==> src/common/sram_link_pkg.sv <==
// ==========================================================================
// Shared constants for the burst-of-four memory link
package sram_link_pkg;
  // Geometry of one word, one burst and the array
  localparam int DATA_W = 18;
  localparam int BYTE_N = 2;
  localparam int BYTE_W = DATA_W / BYTE_N;
  localparam int ADDR_W = 4;
  localparam int WORDS = 1 << ADDR_W;
  localparam int BEAT_N = 4;
  localparam int BURST_W = DATA_W * BEAT_N;
  localparam int MASK_W = BYTE_N * BEAT_N;
  localparam logic [BYTE_N-1:0] MASK_NONE = 2'h3;

  // Clocking: one beat per merged rising edge of the input clock pair
  localparam int REF_PERIOD_NS = 40;
  localparam int BEATS_PER_K = 2;

  // Beats from a command edge to its first data beat
  localparam int WR_DATA_DELAY = 2;
  localparam int RD_DATA_DELAY = 3;
  localparam int WR_STAGE0 = WR_DATA_DELAY - 1;
  localparam int RD_STAGE0 = RD_DATA_DELAY - 1;
  localparam int PIPE_N = RD_STAGE0 + BEAT_N;

  // Controller slot: command, data and read capture, then back to idle
  localparam int SLOT_BEATS = 8;
  localparam logic [2:0] SLOT_LAST = 3'(SLOT_BEATS - 1);
  localparam logic [2:0] WR_SLOT0 = 3'(WR_DATA_DELAY);
  localparam logic [2:0] RD_SLOT0 = 3'(RD_DATA_DELAY + 1);

  // Least time in ns to a count of reference cycles, never below one
  function automatic int ns_to_cyc_min(input int ns);
    int c;
    c = (ns + REF_PERIOD_NS - 1) / REF_PERIOD_NS;
    return (c < 1) ? 1 : c;
  endfunction : ns_to_cyc_min

  // Loop lock, loop-disable pulse and clock-static reset
  localparam int LOCK_K_CYC = 1024;
  localparam int LOCK_BEATS = LOCK_K_CYC * BEATS_PER_K;
  localparam int LOCK_W = $clog2(LOCK_BEATS);
  localparam logic [LOCK_W-1:0] LOCK_LAST = LOCK_W'(LOCK_BEATS - 1);
  localparam int LOCK_MARGIN = 4;
  localparam int CNT_W = 12;
  localparam logic [CNT_W-1:0] LOCK_WAIT_LAST =
    CNT_W'(LOCK_BEATS + LOCK_MARGIN - 1);
  localparam int DOFF_LOW_NS = 5;
  localparam int DOFF_LOW_CYC = ns_to_cyc_min(DOFF_LOW_NS);
  localparam logic [CNT_W-1:0] DOFF_LAST = CNT_W'(DOFF_LOW_CYC - 1);
  localparam int K_STATIC_NS = 30;
  localparam int K_STATIC_CYC = ns_to_cyc_min(K_STATIC_NS);
  localparam logic [CNT_W-1:0] K_STATIC_LAST = CNT_W'(K_STATIC_CYC - 1);
endpackage : sram_link_pkg

==> src/common/sram_link.sv <==
`timescale 1ns/1ps
// ==========================================================================
// Pins between the memory controller and the memory
interface sram_link import sram_link_pkg::*; ();
  logic beat_clk;
  logic k_rise;
  logic doff_n;
  logic clk_held;
  logic rd_n;
  logic wr_n;
  logic [ADDR_W-1:0] addr;
  logic [DATA_W-1:0] d;
  logic [BYTE_N-1:0] byte_write_mask_n;
  logic [1:0] c_pair;
  logic [DATA_W-1:0] q;
  logic q_oe;
  logic [1:0] echo_strobe_pair;

  // Controller end makes the clock and drives every command pin
  modport ctrl (
    output beat_clk, k_rise, doff_n, clk_held, rd_n, wr_n, addr, d,
    output byte_write_mask_n, c_pair,
    input q, q_oe, echo_strobe_pair
  );

  // Memory end is clocked by the link clock
  modport mem (
    input beat_clk, k_rise, doff_n, clk_held, rd_n, wr_n, addr, d,
    input byte_write_mask_n, c_pair,
    output q, q_oe, echo_strobe_pair
  );
endinterface : sram_link

==> src/verilog/sram_burst_ctrl.sv <==
`timescale 1ns/1ps
// ==========================================================================
// Memory controller end: makes the link clock and runs one burst at a time
module sram_burst_ctrl import sram_link_pkg::*; (
  // Clock and reset
  input logic ref_clk,
  input logic sys_rst,
  // Link to the memory
  sram_link.ctrl lk,
  // Requests
  input logic req_valid,
  output logic req_ready,
  input logic req_write,
  input logic [ADDR_W-1:0] req_addr,
  input logic [BURST_W-1:0] req_wdata,
  input logic [MASK_W-1:0] req_bw_n,
  // Read data
  output logic rsp_valid,
  input logic rsp_ready,
  output logic [BURST_W-1:0] rsp_data,
  // Loop control and status
  input logic dll_reset_req,
  input logic clk_stop,
  input logic use_k_timing,
  output logic link_ready
);

  typedef enum logic [2:0] {
    ST_LOCK = 3'b000,
    ST_IDLE = 3'b001,
    ST_BURST = 3'b010,
    ST_DOFF = 3'b011,
    ST_HALT = 3'b100
  } ctrl_state_e;

  // ========================================================================
  // Declarations
  ctrl_state_e state;
  logic [CNT_W-1:0] cnt;
  logic [2:0] slot;
  logic ph;
  logic run;
  logic step;
  logic issue;
  logic op_write;
  logic [ADDR_W-1:0] op_addr;
  logic [BURST_W-1:0] op_data;
  logic [MASK_W-1:0] op_mask;
  logic [BURST_W-1:0] cap;
  logic push;
  logic pop;
  logic [1:0] fifo_cnt;
  logic wp;
  logic rp;
  logic [BURST_W-1:0] fifo_mem [0:1];
  logic [2:0] wbeat;
  logic [2:0] rbeat;

  // ========================================================================
  // Link clock
  // Divide by two; held low while halted so the memory sees a still clock.
  assign run = (state != ST_HALT);
  always_ff @(posedge ref_clk or posedge sys_rst) begin
    if (sys_rst) begin
      ph <= 1'b0;
    end else begin
      ph <= run & ~ph;
    end
  end
  assign lk.beat_clk = ph;
  // Outputs change as the link clock falls, half a beat before the memory
  assign step = run & ph;

  // ========================================================================
  // Request acceptance
  // Only on a step that precedes a true-clock rise, and a read only when
  // the answer buffer has room for its burst.
  assign req_ready = (state == ST_IDLE) & step & ~lk.k_rise &
                     ~dll_reset_req & ~clk_stop &
                     (req_write | (fifo_cnt != 2'h2));
  assign issue = req_valid & req_ready;
  assign link_ready = (state == ST_IDLE) | (state == ST_BURST);
  assign wbeat = slot - WR_SLOT0;
  assign rbeat = slot - RD_SLOT0;

  // ========================================================================
  // Sequencer
  always_ff @(posedge ref_clk or posedge sys_rst) begin
    if (sys_rst) begin
      state <= ST_LOCK;
      cnt <= '0;
      slot <= 3'h0;
      lk.doff_n <= 1'b1;
      lk.clk_held <= 1'b0;
    end else begin
      unique case (state)
        ST_LOCK: begin
          if (step) begin
            if (cnt == LOCK_WAIT_LAST) begin
              state <= ST_IDLE;
            end
            cnt <= cnt + 1'b1;
          end
        end
        ST_IDLE: begin
          cnt <= '0;
          if (dll_reset_req) begin
            state <= ST_DOFF;
            lk.doff_n <= 1'b0;
          end else if (clk_stop && step) begin
            state <= ST_HALT;
          end else if (issue) begin
            state <= ST_BURST;
            slot <= 3'h1;
          end
        end
        ST_BURST: begin
          if (step) begin
            slot <= slot + 1'b1;
            if (slot == SLOT_LAST) begin
              state <= ST_IDLE;
              slot <= 3'h0;
            end
          end
        end
        ST_DOFF: begin
          if (cnt == DOFF_LAST) begin
            lk.doff_n <= 1'b1;
            state <= ST_LOCK;
            cnt <= '0;
          end else begin
            cnt <= cnt + 1'b1;
          end
        end
        ST_HALT: begin
          if (cnt == K_STATIC_LAST) begin
            lk.clk_held <= 1'b1;
          end else begin
            cnt <= cnt + 1'b1;
          end
          // Restart only after the loop is known to be reset, then relock
          if (!clk_stop && lk.clk_held) begin
            lk.clk_held <= 1'b0;
            state <= ST_LOCK;
            cnt <= '0;
          end
        end
        default: begin
          state <= ST_LOCK;
        end
      endcase
    end
  end

  // ========================================================================
  // Burst operands held for the whole slot
  always_ff @(posedge ref_clk or posedge sys_rst) begin
    if (sys_rst) begin
      op_write <= 1'b0;
      op_addr <= '0;
      op_data <= '0;
      op_mask <= '1;
    end else if (issue) begin
      op_write <= req_write;
      op_addr <= req_addr;
      op_data <= req_wdata;
      op_mask <= req_bw_n;
    end
  end

  // ========================================================================
  // Link command and write data pins
  always_ff @(posedge ref_clk or posedge sys_rst) begin
    if (sys_rst) begin
      lk.k_rise <= 1'b0;
      lk.rd_n <= 1'b1;
      lk.wr_n <= 1'b1;
      lk.addr <= '0;
      lk.d <= '0;
      lk.byte_write_mask_n <= MASK_NONE;
    end else if (step) begin
      lk.k_rise <= ~lk.k_rise;
      lk.rd_n <= ~(issue & ~req_write);
      lk.wr_n <= ~(issue & req_write);
      if (issue) begin
        lk.addr <= req_addr;
      end
      if (state == ST_BURST && op_write && slot >= WR_SLOT0 &&
          slot < WR_SLOT0 + 3'(BEAT_N)) begin
        lk.d <= op_data[wbeat[1:0]*DATA_W +: DATA_W];
        lk.byte_write_mask_n <= op_mask[wbeat[1:0]*BYTE_N +: BYTE_N];
      end else begin
        lk.byte_write_mask_n <= MASK_NONE;
      end
    end
  end

  // Output clock pair: tie both high to ask for input clock timing
  always_ff @(posedge ref_clk or posedge sys_rst) begin
    if (sys_rst) begin
      lk.c_pair <= 2'h0;
    end else begin
      lk.c_pair <= use_k_timing ? 2'h3 : {~ph, ph};
    end
  end

  // ========================================================================
  // Read capture
  // The memory drives q from the link clock made here, so q is stable at
  // each step and needs no resynchronising.
  always_ff @(posedge ref_clk or posedge sys_rst) begin
    if (sys_rst) begin
      cap <= '0;
      push <= 1'b0;
    end else begin
      push <= 1'b0;
      if (step && state == ST_BURST && !op_write && slot >= RD_SLOT0) begin
        cap[rbeat[1:0]*DATA_W +: DATA_W] <= lk.q;
        push <= (slot == SLOT_LAST);
      end
    end
  end

  // ========================================================================
  // Two-entry answer buffer; full stalls req_ready for reads
  assign pop = rsp_valid & rsp_ready;
  assign rsp_valid = (fifo_cnt != 2'h0);
  assign rsp_data = fifo_mem[rp];

  always_ff @(posedge ref_clk) begin
    if (push) begin
      fifo_mem[wp] <= cap;
    end
  end

  always_ff @(posedge ref_clk or posedge sys_rst) begin
    if (sys_rst) begin
      wp <= 1'b0;
      rp <= 1'b0;
      fifo_cnt <= 2'h0;
    end else begin
      wp <= wp ^ push;
      rp <= rp ^ pop;
      fifo_cnt <= fifo_cnt + 2'(push) - 2'(pop);
    end
  end

endmodule : sram_burst_ctrl

==> src/flat_wrapper.sv <==
// flat-port wrapper written by rule: the top's interface ports become plain ports
module sram_burst_ctrl_flat import sram_link_pkg::*;
  (ref_clk, sys_rst, req_valid, req_ready, req_write, req_addr, req_wdata, req_bw_n, rsp_valid, rsp_ready, rsp_data, dll_reset_req, clk_stop, use_k_timing, link_ready, lk_beat_clk, lk_k_rise, lk_doff_n, lk_clk_held, lk_rd_n, lk_wr_n, lk_addr, lk_d, lk_byte_write_mask_n, lk_c_pair, lk_q, lk_q_oe, lk_echo_strobe_pair);
  sram_link lk_i ();
  input logic ref_clk;
  input logic sys_rst;
  input logic req_valid;
  output logic req_ready;
  input logic req_write;
  input logic [ADDR_W-1:0] req_addr;
  input logic [BURST_W-1:0] req_wdata;
  input logic [MASK_W-1:0] req_bw_n;
  output logic rsp_valid;
  input logic rsp_ready;
  output logic [BURST_W-1:0] rsp_data;
  input logic dll_reset_req;
  input logic clk_stop;
  input logic use_k_timing;
  output logic link_ready;
  output wire logic [$bits(lk_i.beat_clk)-1:0] lk_beat_clk;
  output wire logic [$bits(lk_i.k_rise)-1:0] lk_k_rise;
  output wire logic [$bits(lk_i.doff_n)-1:0] lk_doff_n;
  output wire logic [$bits(lk_i.clk_held)-1:0] lk_clk_held;
  output wire logic [$bits(lk_i.rd_n)-1:0] lk_rd_n;
  output wire logic [$bits(lk_i.wr_n)-1:0] lk_wr_n;
  output wire logic [$bits(lk_i.addr)-1:0] lk_addr;
  output wire logic [$bits(lk_i.d)-1:0] lk_d;
  output wire logic [$bits(lk_i.byte_write_mask_n)-1:0] lk_byte_write_mask_n;
  output wire logic [$bits(lk_i.c_pair)-1:0] lk_c_pair;
  input wire logic [$bits(lk_i.q)-1:0] lk_q;
  input wire logic [$bits(lk_i.q_oe)-1:0] lk_q_oe;
  input wire logic [$bits(lk_i.echo_strobe_pair)-1:0] lk_echo_strobe_pair;
  assign lk_beat_clk = lk_i.beat_clk;
  assign lk_k_rise = lk_i.k_rise;
  assign lk_doff_n = lk_i.doff_n;
  assign lk_clk_held = lk_i.clk_held;
  assign lk_rd_n = lk_i.rd_n;
  assign lk_wr_n = lk_i.wr_n;
  assign lk_addr = lk_i.addr;
  assign lk_d = lk_i.d;
  assign lk_byte_write_mask_n = lk_i.byte_write_mask_n;
  assign lk_c_pair = lk_i.c_pair;
  assign lk_i.q = lk_q;
  assign lk_i.q_oe = lk_q_oe;
  assign lk_i.echo_strobe_pair = lk_echo_strobe_pair;
  sram_burst_ctrl u_core (.ref_clk(ref_clk), .sys_rst(sys_rst), .lk(lk_i), .req_valid(req_valid), .req_ready(req_ready), .req_write(req_write), .req_addr(req_addr), .req_wdata(req_wdata), .req_bw_n(req_bw_n), .rsp_valid(rsp_valid), .rsp_ready(rsp_ready), .rsp_data(rsp_data), .dll_reset_req(dll_reset_req), .clk_stop(clk_stop), .use_k_timing(use_k_timing), .link_ready(link_ready));
endmodule
==> config.mk <==
export PLATFORM = sky130hd
export DESIGN_NAME = sram_burst_ctrl_flat
export DESIGN_NICKNAME = d
export VERILOG_FILES = /design/src/common/sram_link_pkg.sv /design/src/common/sram_link.sv /design/src/verilog/sram_burst_ctrl.sv /design/src/flat_wrapper.sv
export SDC_FILE = /design/constraint.sdc
export NUM_CORES = 1
export LEC_CHECK = 0
export BUFFER_PORTS_ARGS = -buffer_cell sky130_fd_sc_hd__buf_2
export CORE_UTILIZATION = 50
export DETAILED_ROUTE_END_ITERATION = 16
export GPL_ROUTABILITY_DRIVEN = 0
export HOLD_SLACK_MARGIN = 0.15
export PLACE_DENSITY = 0.78
export SETUP_SLACK_MARGIN = 0.15
export SYNTH_ARGS = -nofsm -noshare
export SYNTH_HDL_FRONTEND = slang
export SYNTH_SLANG_ARGS = --single-unit
==> constraint.sdc <==
create_clock -name ref_clk -period 8.4 [get_ports ref_clk]
set_input_delay 1.68 -clock ref_clk [delete_from_list [all_inputs] [get_ports ref_clk]]
set_output_delay 1.68 -clock ref_clk [all_outputs]
set_load 0.02 [all_outputs]
==> summary.txt, run 1 <==
Synthesis
  – Cell Area, Synth: 15010 um^2
  – Post-synthesis sequential area ratio: 63.59%
  – Number of flops mapped to enable cells by yosys: about 140
  – Top post-synthesis cells by area: dfrtp_1 33%, edfxtp_1 29%, nand2_1 8.8%
  – Syn_nets: around 1400
  – Area leader, netlist: dfrtp_1
  – Syn avg cell area: 12.26 um^2
  – #FFs+latches synth: 352
  – Fraction of registers with async set/reset: 59.09%
  – Yosys warnings: 0
  – Yosys top cell area share: 32.51%
  – Count of different cell masters after synthesis: 63
  – Top FF cell, synth: dfrtp_1
  – Syn Inst Count: 1224

Power and ir drop
  – Gate power share: 24.6%
  – Sw Share: between 30% and 40%
  – NetSw: 0.001624 W
  – P_int: 0.003579 W
  – Clock power frac: 31.6%
  – Leak: 8.090 nW
  – VDD IR max: 163.7 uV
  – Total Power: 0.005203 W
  – Sequential Power Share: 43.8%
  – Power Density: 295.7 nW/um^2

Timing
  – Final slew viol count: 0
  – Final hold vios: 0
  – RSZ-0062 raised after global routing: false
  – Final min period: between 4000 and 5000 ps
  – Tcrit/Tclk final: about half
  – Slew headroom: ~21%
  – Final Skew: 5.642 ps
  – Hold_ws: 451.2 ps
  – Worst slew pin tran: 1178 ps
  – Top achievable clock speed: 0.2368 GHz
  – Final setup viols: 0
  – Setup TNS: 0 ps

CTS
  – H-Tree Depth: 2
  – # clock sinks: 352
  – CTS tree: built
  – Post-CTS sizing: 0
  – Postcts setup bufs: 0
  – Clk root buf: clkbuf_16
  – Maximum buffer depth of the clock tree: 3
  – CTS Hold Bufs: 0
  – CTS Buf Count: 37
  – Reg clk slew, reported paths: roughly 60 ps
  – Worst skew pair latency: 510 ps

Die
  – I/O pin total: 220
  – Total core area: about 30000 um^2
  – Initial cell density of the core: 50.78%
  – Die Wd: approximately 180 um
  – Rows: 63
  – Die Ht: 175.3 um
  – Die Area: 30720 um^2

Setup path
  – R2R setup slack: between 5000 and 6000 ps
  – CP Max Fanout: 6
  – Worst Path Buf+Inv: 2
  – Worst EP required: 6720 ps
  – Worst r2r src: u_core.slot[0]
  – CP top delay family: simple AND/OR/NAND/NOR gates
  – Slowest cell on crit path: nor4b_4
  – Reg-to-reg endpoint: u_core.cap[12]
  – Worst reg-to-reg path cell count: 7
  – Worst path cell trace: buf_2 > nor4b_4 > and3_1 > buf_2
  – Worst setup SP type: input pin
  – Most common cell on crit path: buf_2
  – Crit path DAT: 2540 ps
  – CP Capture Type: output port
  – Crit path kind: in2out
  – Crit-path max cell delay: about 330 ps

Detailed routing
  – Post-route ant nets: 0
  – WL/cell: 18.21 um
  – Vias: 10069
  – Total Wirelength: 33.49 mm
  – Pre-antenna DRT Iters: 5
  – DR iter-0 viols: 876
  – Via density: 5.475
  – Residual DRC: 0

Hold path
  – Worst Hold End: u_core.op_mask[3]
  – Hold Crit Start: u_core.op_mask[3]
  – Hold Crit Class: reg2reg
  – WHS Path Cells: 2

Final layout
  – Nets: 1545
  – P&R area growth vs syn: 17.20%
  – Share of post-route cells with drive strength above 1: 30.27%

Global route
  – Largest net degree at the start of global routing: 139
  – Overflow after GRT: 0
  – Vias in the first global route: 9921
  – Initial antenna violation count: 4
  – GRT Overall Usage: between 20% and 30%
  – First-pass GRT wire length: 52.87 mm

Job
  – Max-cap viol count: 0

Place
  – Port Buffers: 216
  – Post-DP HPWL: 22.08 mm

Outcome
  – Status: complete, no violations
worst max-delay path by stage:
stage                    end     startpoint  slack (ps)  cells after the start
3_5_place_dp       req_ready  dll_reset_req        4200                      4
4_1_cts         rsp_data[71]      u_core.rp        4100                      3
5_1_grt         rsp_data[12]      u_core.rp        4060                      3
3_3_place_gp       req_ready  dll_reset_req        4200                      4
6_report           req_ready  dll_reset_req        4180                      4
2_1_floorplan  u_core.cap[0]        sys_rst        1060                      1
tightest hold or removal path, stage by stage (launching register included):
cell	delay [ps]
dfstp_2	370
nand2_1	50
nand2_1	40
power by group through the flow:
stage / combinational [W] / sequential [W] / clock [W]
finish: 0.00128 / 0.00228 / 0.00164
global route: 0.00140 / 0.00231 / 0.00174
CTS: 0.00129 / 0.00228 / 0.00168
detailed placement: 0.00128 / 0.00231 / 0
floorplan: 0.000966 / 0.00224 / 0
global placement: 0.00125 / 0.00228 / 0
registers in the layout, summed over array words and instances, names as in the netlist, 2 cells and up:
register	cells
u_core.lk.c_pair	2
u_core.lk.d	18
u_core.fifo_cnt	2
u_core.op_data	72
u_core.cnt	12
u_core.slot	3
u_core.cap	72
u_core.state	3
u_core.fifo_mem	144
u_core.op_mask	8
u_core.lk.addr	4
u_core.lk.byte_write_mask_n	2
synth_stat cells, types with 7 or more instances:
master and instances:
nand2b_1 11, clkbuf_1 39, o31ai_1 12, o22a_1 7, a21oi_1 28, a22oi_1 8, dfrtp_1 195, mux2i_1 17
inv_1 17, mux4_2 22, mux2_2 81, nor3_1 12, mux2_4 18, buf_2 22, a22o_1 10, dfstp_2 13
edfxtp_1 144, o21ai_0 63, nand3_1 13, nor2_1 30, ha_1 13, nand2_1 353
area by class of cell:
cell class,instances,area (um^2)
tap,390,488.0
fill,2382,11970
clock inverter,21,219.0
clock buffer,46,1022
multi-input combinational,786,5091
antenna,2,5.005
timing repair buffer,225,1149
sequential,352,9548
inverter,17,71.32
stage by stage:
| step | worst slack, ps | area [um^2] | std cells | utilization (%) |
|---|---|---|---|---|
| detailed placement | 4203 | 16350 | 1770 | 55.30 |
| global placement | 4204 | 16350 | 1770 | 55.30 |
| global route | 4062 | 17590 | 1838 | 59.51 |
| CTS | 4104 | 17590 | 1837 | 59.50 |
| finish | 4177 | 17590 | 1839 | 59.52 |
| floorplan | 1061 | 15010 | 1224 | - |
cell usage in the layout (no fill, tap or decap), types with 10 or more instances in the layout:
master | synthesis | layout
nor3_1 | 12 | 12
nand2b_1 | 11 | 11
a22o_1 | 10 | 10
edfxtp_1 | 144 | 144
nor2_1 | 30 | 30
mux4_2 | 22 | 22
ha_1 | 13 | 11
o31ai_1 | 12 | 12
buf_2 | 22 | 216
mux2i_1 | 17 | 17
dfrtp_1 | 195 | 193
inv_1 | 17 | 16
mux2_4 | 18 | 18
o21ai_0 | 63 | 63
nand3_1 | 13 | 13
dfstp_2 | 13 | 13
clkbuf_16 | 0 | 39
mux2_2 | 81 | 81
a21oi_1 | 28 | 28
nand2_1 | 353 | 353
cells by family after synthesis:
| family | Yosys count | synth area share (%) |
|---|---|---|
| buffers and inverters | 86 | 2.534 |
| xor gates and xnor gates | 11 | 0.6418 |
| DFF | 352 | 63.59 |
| AOI/OAI and AO/OA | 156 | 6.402 |
| muxes | 138 | 12.31 |
| and+or+nand+nor | 468 | 13.44 |
| adders and majority gates | 13 | 1.084 |
layer usage:
metal  vias to the layer above  global-route usage (%)  routed length, um
met1                      4950                   28.66              13730
met3                        62                   4.589               2208
met5                         -                       0                 22
met2                       375                   36.49              16680
li1                       4678                       -                  -
met4                         4                   7.391                854
Note: power is estimated with default switching activity, not from simulation.
==> run 2: changes to the inputs <==
--- a/config.mk
+++ b/config.mk
@@ -5,6 +5,7 @@
 export SDC_FILE = /design/constraint.sdc
 export NUM_CORES = 1
 export LEC_CHECK = 0
+export ABC_AREA = 1
 export BUFFER_PORTS_ARGS = -buffer_cell sky130_fd_sc_hd__buf_2
 export CORE_UTILIZATION = 50
 export DETAILED_ROUTE_END_ITERATION = 16
==> constraint.sdc (replaced) <==
create_clock -name ref_clk -period 4.2 [get_ports ref_clk]
set_input_delay 0.84 -clock ref_clk [delete_from_list [all_inputs] [get_ports ref_clk]]
set_output_delay 0.84 -clock ref_clk [all_outputs]
set_load 0.02 [all_outputs]
==> run 2 against run 1 <==
Die area up 4.2%. Synthesized cell count is 40% higher. First-iteration DRC count is 21% higher. Combinational power grew to 2.8 times the previous value. Hold slack improved by 8.6 ps. Worst setup slack worse by 3100 ps. Via count is 21% higher. Sequential share of layout area decreased by 1.7 points. Design area is 3.1% higher. Area after synthesis rose by 4.2%. Critical path depth rose by 1. Clock skew up 17 ps. Critical path type is now reg2out. Largest power group unchanged.
==> summary.txt, run 2 <==
Detailed routing
  – Total Wirelength: 36.62 mm (+9.4%)
  – Pre-antenna DRT Iters: 5 (unchanged)
  – Post-route ant nets: 0 (unchanged)
  – Residual DRC: 0 (unchanged)
  – WL/cell: 15.71 um (-14%)
  – DR iter-0 viols: 1056 (+21%)
  – Via density: 5.242 (-4.3%)
  – Vias: 12218 (+21%)

Timing
  – Tcrit/Tclk final: 73.53%
  – Top achievable clock speed: 0.3238 GHz
  – Final slew viol count: 0 (unchanged)
  – RSZ-0062 raised after global routing: false
  – Worst slew pin tran: 1067 ps (-110.3 ps)
  – Final Skew: 22.44 ps (+16.80 ps)
  – Final min period: 3088 ps
  – Setup TNS: 0 ps (unchanged)
  – Final hold vios: 0 (unchanged)
  – Final setup viols: 0 (unchanged)
  – Final WS setup: 1112 ps (-3065 ps)
  – Slew headroom: 28.84% (+8.2 points)

Synthesis
  – Commonest cells post-synth: 567 x nand2_1, 195 x dfrtp_1, 162 x inv_1
  – Synth Area in Compound Gates: 10.05% (+3.6 points)
  – #FFs+latches synth: 352 (unchanged)
  – Syn_nets: 1835 (+36%)
  – Synth Area in XOR/XNOR: 0.2800% (-0.36 points)
  – Combinational family with the most area after synthesis: simple AND/OR/NAND/NOR gates
  – Cell Area, Synth: 15640 um^2 (+4.2%)
  – Top FF cell, synth: dfrtp_1
  – Mux contribution to synthesized area: 0% (-12 points)
  – Area leader, netlist: dfrtp_1
  – Count of different cell masters after synthesis: 45 (-29%)
  – Fraction of registers with async set/reset: 59.09% (unchanged)
  – Top post-synthesis cells by area: dfrtp_1 31%, edfxtp_1 28%, nand2_1 14%
  – Number of flops mapped to enable cells by yosys: 144 (unchanged)
  – Top-count cell post-synth: nand2_1
  – Syn avg cell area: 9.152 um^2 (-25%)
  – Yosys top cell area share: 31.20% (-1.3 points)
  – Synth Area in Adders: 1.040% (-0.044 points)
  – Simple-Gate Fraction of Synth Area: 20.53% (+7.1 points)
  – Syn Inst Count: 1709 (+40%)
  – Post-synthesis sequential area ratio: 61.03% (-2.6 points)
  – Yosys warnings: 0 (unchanged)

Final layout
  – Multi-input combinational cell area: 5009 um^2 (-1.6%)
  – Sequential Area: 9548 um^2 (unchanged)
  – Share of post-route cells with drive strength above 1: 18.10% (-12 points)
  – Largest register FFs: 144 (unchanged)
  – Largest regs: u_core.fifo_mem: 144 flops, u_core.cap: 72 flops, u_core.op_data: 72 flops
  – P&R area growth vs syn: 16.02%
  – Reg with most FFs: u_core.fifo_mem
  – Fillers: 2588 (+8.6%)
  – Nets: 2031 (+31%)
  – Fin area: 18150 um^2 (+3.1%)
  – Most frequent cells in the layout: 567 x nand2_1, 216 x buf_2, 193 x dfrtp_1
  – Commonest non-fill, non-tap cell in the layout: nand2_1
  – Final core area utilization: 59.17% (-0.35 points)

Place
  – Port Buffers: 216 (unchanged)
  – Post-DP HPWL: 24.81 mm (+12%)
  – Place WS: 1232 ps (-2972 ps)
  – Placed cell areas: 16970 um^2 (+3.8%)

Power and ir drop
  – Gate power share: 31.8% (+7.2 points)
  – Total Power: 0.01115 W (+110%)
  – P_int: 0.006992 W (+95%)
  – Sequential Power Share: 40.0% (-3.8 points)
  – Leak: 8.994 nW (+11%)
  – Clock power frac: 28.2% (-3.4 points)
  – NetSw: 0.004157 W (+160%)
  – Sw Share: 37.28% (+6.1 points)
  – Power Density: 614.4 nW/um^2 (+110%)
  – VDD IR max: 383.3 uV (+130%)

Setup path
  – Critical Path Start: u_core.rp
  – Crit path to: rsp_data[4]
  – CP Capture Type: output port
  – Worst reg-to-reg path cell count: 8 (+1)
  – Crit-path max cell delay: 550 ps (+220 ps)
  – Crit path DAT: 2250 ps (-290 ps)
  – CP Max Fanout: 42 (+36)
  – Worst path cell trace: inv_2 > buf_4 > nand2_1 > nand2_1 > buf_2
  – Worst r2r src: u_core.slot[0]
  – Worst EP required: 3360 ps (-3360 ps)
  – R2R setup slack: 1160 ps (-4190 ps)
  – Worst setup SP type: flip-flop
  – Crit path kind: reg2out
  – Most common cell on crit path: nand2_1
  – Reg-to-reg endpoint: u_core.cap[48]
  – Slowest cell on crit path: inv_2

Die
  – I/O pin total: 220 (unchanged)
  – Die Wd: 178.9 um (+2.1%)
  – Rows: 64 (+1.6%)
  – Die Ht: 178.9 um (+2.1%)
  – Total core area: 30670 um^2 (+3.8%)
  – Die Area: 31990 um^2 (+4.2%)
  – Initial cell density of the core: 51.00% (+0.22 points)

CTS
  – Clk root buf: clkbuf_16
  – CTS Hold Bufs: 0 (unchanged)
  – # clock sinks: 352 (unchanged)
  – CTS Buf Count: 37 (unchanged)
  – CTS tree: built
  – Postcts setup bufs: 0 (unchanged)
  – H-Tree Depth: 2 (unchanged)
  – Maximum buffer depth of the clock tree: 3 (unchanged)
  – Post-CTS sizing: 0 (unchanged)
  – Reg clk slew, reported paths: 60 ps (about the same)
  – Worst skew pair latency: 540 ps (+30 ps)

Global route
  – First-pass GRT wire length: 58.40 mm (+10%)
  – Largest net degree at the start of global routing: 90 (-35%)
  – Initial antenna violation count: 2 (-2)
  – GRT Overall Usage: 23.37% (+1.5 points)
  – Vias in the first global route: 11604 (+17%)
  – Overflow after GRT: 0 (unchanged)

Job
  – Max-cap viol count: 0 (unchanged)

Outcome
  – Status: complete, no violations

Hold path
  – Hold Crit Class: reg2reg
-- run 2: cell types whose count changed in the layout (fill, tap and decap cells not counted), sizes merged, moves of 10 or more --
cell    change
o21ai     +142
inv       +154
mux4       -22
nand3      +39
mux2i      -17
nor2       +93
a22o       -10
mux2       -99
nand2b     -12
nand2     +220
o31ai      -10
a21oi      +22
-- run 2: cell families after synthesis --
group | count (synthesis)
compound gates | 297
xor+xnor | 5
fa+ha+maj | 13
buf+inv | 251
flops | 352
simple gates | 791
-- run 2: power by group through the flow --
stage	clock network, W	logic, W	registers, W
6_report	0.00315	0.00355	0.00445
2_1_floorplan	0	0.00239	0.00459
5_1_grt	0.00335	0.00397	0.00451
3_3_place_gp	0	0.00344	0.00448
3_5_place_dp	0	0.00351	0.00450
4_1_cts	0.00321	0.00353	0.00445
-- run 2: worst min path at each step --
stage                        endpoint  slack [ps]      startpoint  cells after the start
6_report       u_core.fifo_mem[1][68]         460  u_core.cap[68]                      0
3_3_place_gp   u_core.fifo_mem[0][68]         450  u_core.cap[68]                      0
5_1_grt        u_core.fifo_mem[1][68]         470  u_core.cap[68]                      0
3_5_place_dp   u_core.fifo_mem[1][29]         450  u_core.cap[29]                      0
2_1_floorplan   u_core.fifo_mem[0][6]         430   u_core.cap[6]                      0
4_1_cts        u_core.fifo_mem[0][29]         470  u_core.cap[29]                      0
-- run 2: final cells by class --
class | count | area share (%)
Inverter | 174 | 3.634
Timing Repair Buffer | 234 | 6.909
Clock buffer | 55 | 5.861
Clock inverter | 13 | 0.6343
Antenna cell | 1 | 0.01379
Multi-Input combinational cell | 1106 | 27.60
Tap cell | 396 | 2.730
Sequential cell | 352 | 52.62
-- run 2: worst max-delay path: cells and delay by family, from the launching register on --
kind | cells | cell delay [ps]
buf+inv | 3 | 1110
flops | 1 | 400
simple gates | 2 | 160
-- run 2: per-layer routing --
| metal | part of all wire [%] | track usage, % |
|---|---|---|
| met3 | 7.5 | 5.746 |
| met1 | 41 | 29.53 |
| met5 | 0.027 | 0 |
| met2 | 48 | 39.01 |
| met4 | 3.3 | 8.298 |
-- run 2: per-stage QoR --
stage / hold slack [ps] / instances
after global placement: 447.6 / 2262
after global routing: 472.5 / 2330
after detailed placement: 452.2 / 2262
after CTS: 466.3 / 2330
after floorplan: 434.6 / 1709
final: 459.8 / 2331
==> run 3: changes to the inputs <==
--- a/config.mk
+++ b/config.mk
@@ -11,7 +11,7 @@
 export DETAILED_ROUTE_END_ITERATION = 16
 export GPL_ROUTABILITY_DRIVEN = 0
 export HOLD_SLACK_MARGIN = 0.15
-export PLACE_DENSITY = 0.78
+export PLACE_DENSITY = 0.81
 export SETUP_SLACK_MARGIN = 0.15
 export SYNTH_ARGS = -nofsm -noshare
 export SYNTH_HDL_FRONTEND = slang
==> constraint.sdc (replaced) <==
create_clock -name ref_clk -period 2.7 [get_ports ref_clk]
set_input_delay 0.54 -clock ref_clk [delete_from_list [all_inputs] [get_ports ref_clk]]
set_output_delay 0.54 -clock ref_clk [all_outputs]
set_load 0.02 [all_outputs]
==> run 3 against run 2 <==
Sequential share of layout area decreased by 0.39 points. Register-to-register slack got worse by 760 ps. Critical path type unchanged. Power increased by 55%. Routed wire length increased by 1.7%. Worst setup slack got worse by 880 ps.
==> summary.txt, run 3 (synthesized netlist as in run 2, its figures left out) <==
Timing
  – Final WS setup: 232.6 ps (-879.2 ps)
  – Setup TNS: 0 ps (unchanged)
  – Final Skew: 9.979 ps (-12.46 ps)
  – Final min period: 2467 ps
  – Final hold vios: 0 (unchanged)
  – Final setup viols: 0 (unchanged)
  – Final slew viol count: 0 (unchanged)
  – Top achievable clock speed: 0.4053 GHz
  – Worst slew pin tran: 602.0 ps (-465.4 ps)
  – Tcrit/Tclk final: 91.39%
  – RSZ-0062 raised after global routing: false
  – Slew headroom: 59.44% (+31 points)

Place
  – Place WS: 428.6 ps (-803.2 ps)
  – Port Buffers: 216 (unchanged)
  – Dpl cells: 2276 (+0.62%)
  – Post-DP HPWL: 25.70 mm (+3.6%)
  – Placed cell areas: 17150 um^2 (+1.1%)

Setup path
  – Worst reg-to-reg path cell count: 11 (+3)
  – Worst r2r src: u_core.state[0]
  – Crit path kind: reg2out
  – CP Max Fanout: 21 (-50%)
  – CP Capture Type: output port
  – Worst EP required: 2160 ps (-1200 ps)
  – R2R setup slack: 400 ps (-760 ps)
  – Worst setup SP type: flip-flop
  – Crit path DAT: 1930 ps (-320 ps)
  – Reg-to-reg endpoint: u_core.cap[25]

Global route
  – Initial antenna violation count: 0 (-2)
  – GRT Overall Usage: 23.78% (+0.40 points)
  – Vias in the first global route: 12040 (+3.8%)
  – Largest net degree at the start of global routing: 76 (-16%)
  – Overflow after GRT: 0 (unchanged)
  – First-pass GRT wire length: 59.55 mm (+2.0%)

Final layout
  – Largest regs: u_core.fifo_mem: 144 flops, u_core.cap: 72 flops, u_core.op_data: 72 flops
  – Share of post-route cells with drive strength above 1: 18.78% (+0.68 points)
  – Reg with most FFs: u_core.fifo_mem
  – Fin area: 18280 um^2 (+0.74%)
  – Commonest non-fill, non-tap cell in the layout: nand2_1
  – P&R area growth vs syn: 16.88%
  – N_diodes: 0 (-1)
  – Final cell count without fillers: 2345 (+0.60%)
  – Most frequent cells in the layout: 567 x nand2_1, 216 x buf_2, 193 x dfrtp_1
  – Nets: 2046 (+0.74%)
  – Largest register FFs: 144 (unchanged)

Die
  – Rows: 64 (unchanged)
  – Die Area: 31990 um^2 (unchanged)
  – Initial cell density of the core: 51.00% (unchanged)
  – Total core area: 30670 um^2 (unchanged)
  – I/O pin total: 220 (unchanged)
  – Die Ht: 178.9 um (unchanged)
  – Die Wd: 178.9 um (unchanged)

Power and ir drop
  – VDD IR max: 653.5 uV (+70%)
  – Power Density: 948.0 nW/um^2 (+54%)
  – Leak: 9.061 nW (+0.74%)

Detailed routing
  – Residual DRC: 0 (unchanged)
  – Post-route ant nets: 0 (unchanged)
  – DR iter-0 viols: 1064 (+0.76%)
  – Vias: 12497 (+2.3%)
  – Total Wirelength: 37.24 mm (+1.7%)
  – Via density: 5.329 (+1.7%)
  – Pre-antenna DRT Iters: 6 (+1)
  – WL/cell: 15.88 um (+1.1%)

Hold path
  – WHS Path Cells: 3 (+3)
  – Worst Hold End: u_core.lk.c_pair[0]
  – Hold Crit Start: use_k_timing
  – Hold Crit Class: in2reg

CTS
  – Postcts setup bufs: 0 (unchanged)
  – Worst skew pair latency: 520 ps (-20 ps)
  – # clock sinks: 352 (unchanged)
  – CTS Buf Count: 37 (unchanged)
  – H-Tree Depth: 2 (unchanged)
  – CTS tree: built
  – Clk root buf: clkbuf_16
  – Maximum buffer depth of the clock tree: 3 (unchanged)
  – Reg clk slew, reported paths: 60 ps (about the same)

Outcome
  – Status: complete, no violations

Job
  – Max-cap viol count: 0 (unchanged)
[run 3: cell types whose count changed in the layout (fill, tap and decap cells not counted), moves of 4 or more]
cell,delta
clkbuf_8,-5
buf_4,+7
clkinv_2,+4
buf_12,+6
[run 3: routing by layer]
| metal | global-route usage, % | wire, um | up-vias |
|---|---|---|---|
| met5 | 0 | 0 | - |
| met4 | 11.33 | 1707 | 0 |
| met3 | 4.198 | 2822 | 122 |
| met2 | 40.04 | 17910 | 584 |
| met1 | 29.66 | 14790 | 5825 |
| li1 | - | - | 5966 |
[run 3: worst max-delay path, cell delays in order (launching register included)]
cell	delay (ps)
dfrtp_2	560
inv_2	130
buf_4	280
nand2_1	110
nand2_1	140
buf_2	190
[run 3: worst max-delay path by stage]
stage                   start             end  slack [ps]  cells past startpoint
2_1_floorplan         sys_rst   u_core.cap[0]        -530                      1
3_3_place_gp   u_core.slot[0]   u_core.cap[3]         490                     10
6_report            u_core.rp    rsp_data[62]         230                      5
4_1_cts             u_core.rp    rsp_data[37]         170                      5
5_1_grt             u_core.rp    rsp_data[54]         160                      5
3_5_place_dp   u_core.slot[0]  u_core.cap[13]         430                     10
[run 3: power breakdown]
group	switching (W)	leakage, nW	internal [W]
sequential	0.000550	4.03	0.00643
combinational	0.00394	4.49	0.00173
clock	0.00206	0.546	0.00263
[run 3: metrics by stage]
stage | util (%) | hold slack, ps | power, W
floorplan | - | 434.6 | 0.01086
global placement | 55.90 | 451.8 | 0.01241
detailed placement | 55.90 | 456.5 | 0.01258
CTS | 59.59 | 198.3 | 0.01733
global route | 59.61 | 222.0 | 0.01835
finish | 59.61 | 215.0 | 0.01733
[run 3: final cells by class]
cell class | count | area [um^2]
repair buffers | 249 | 1451
fillers | 2534 | 12390
clock buffers | 51 | 998.5
multi-input cells | 1106 | 5011
clock inverters | 17 | 117.6
flip-flops and latches | 352 | 9548
well taps | 396 | 495.5
inverters | 174 | 659.4
[run 3: what timing repair did]
action,4_1_cts,5_1_grt
endpoints found under the hold margin,11,0
gates resized for setup,1,3
hold buffers,1,0
setup endpoints to repair,52,9
pin swaps,0,0
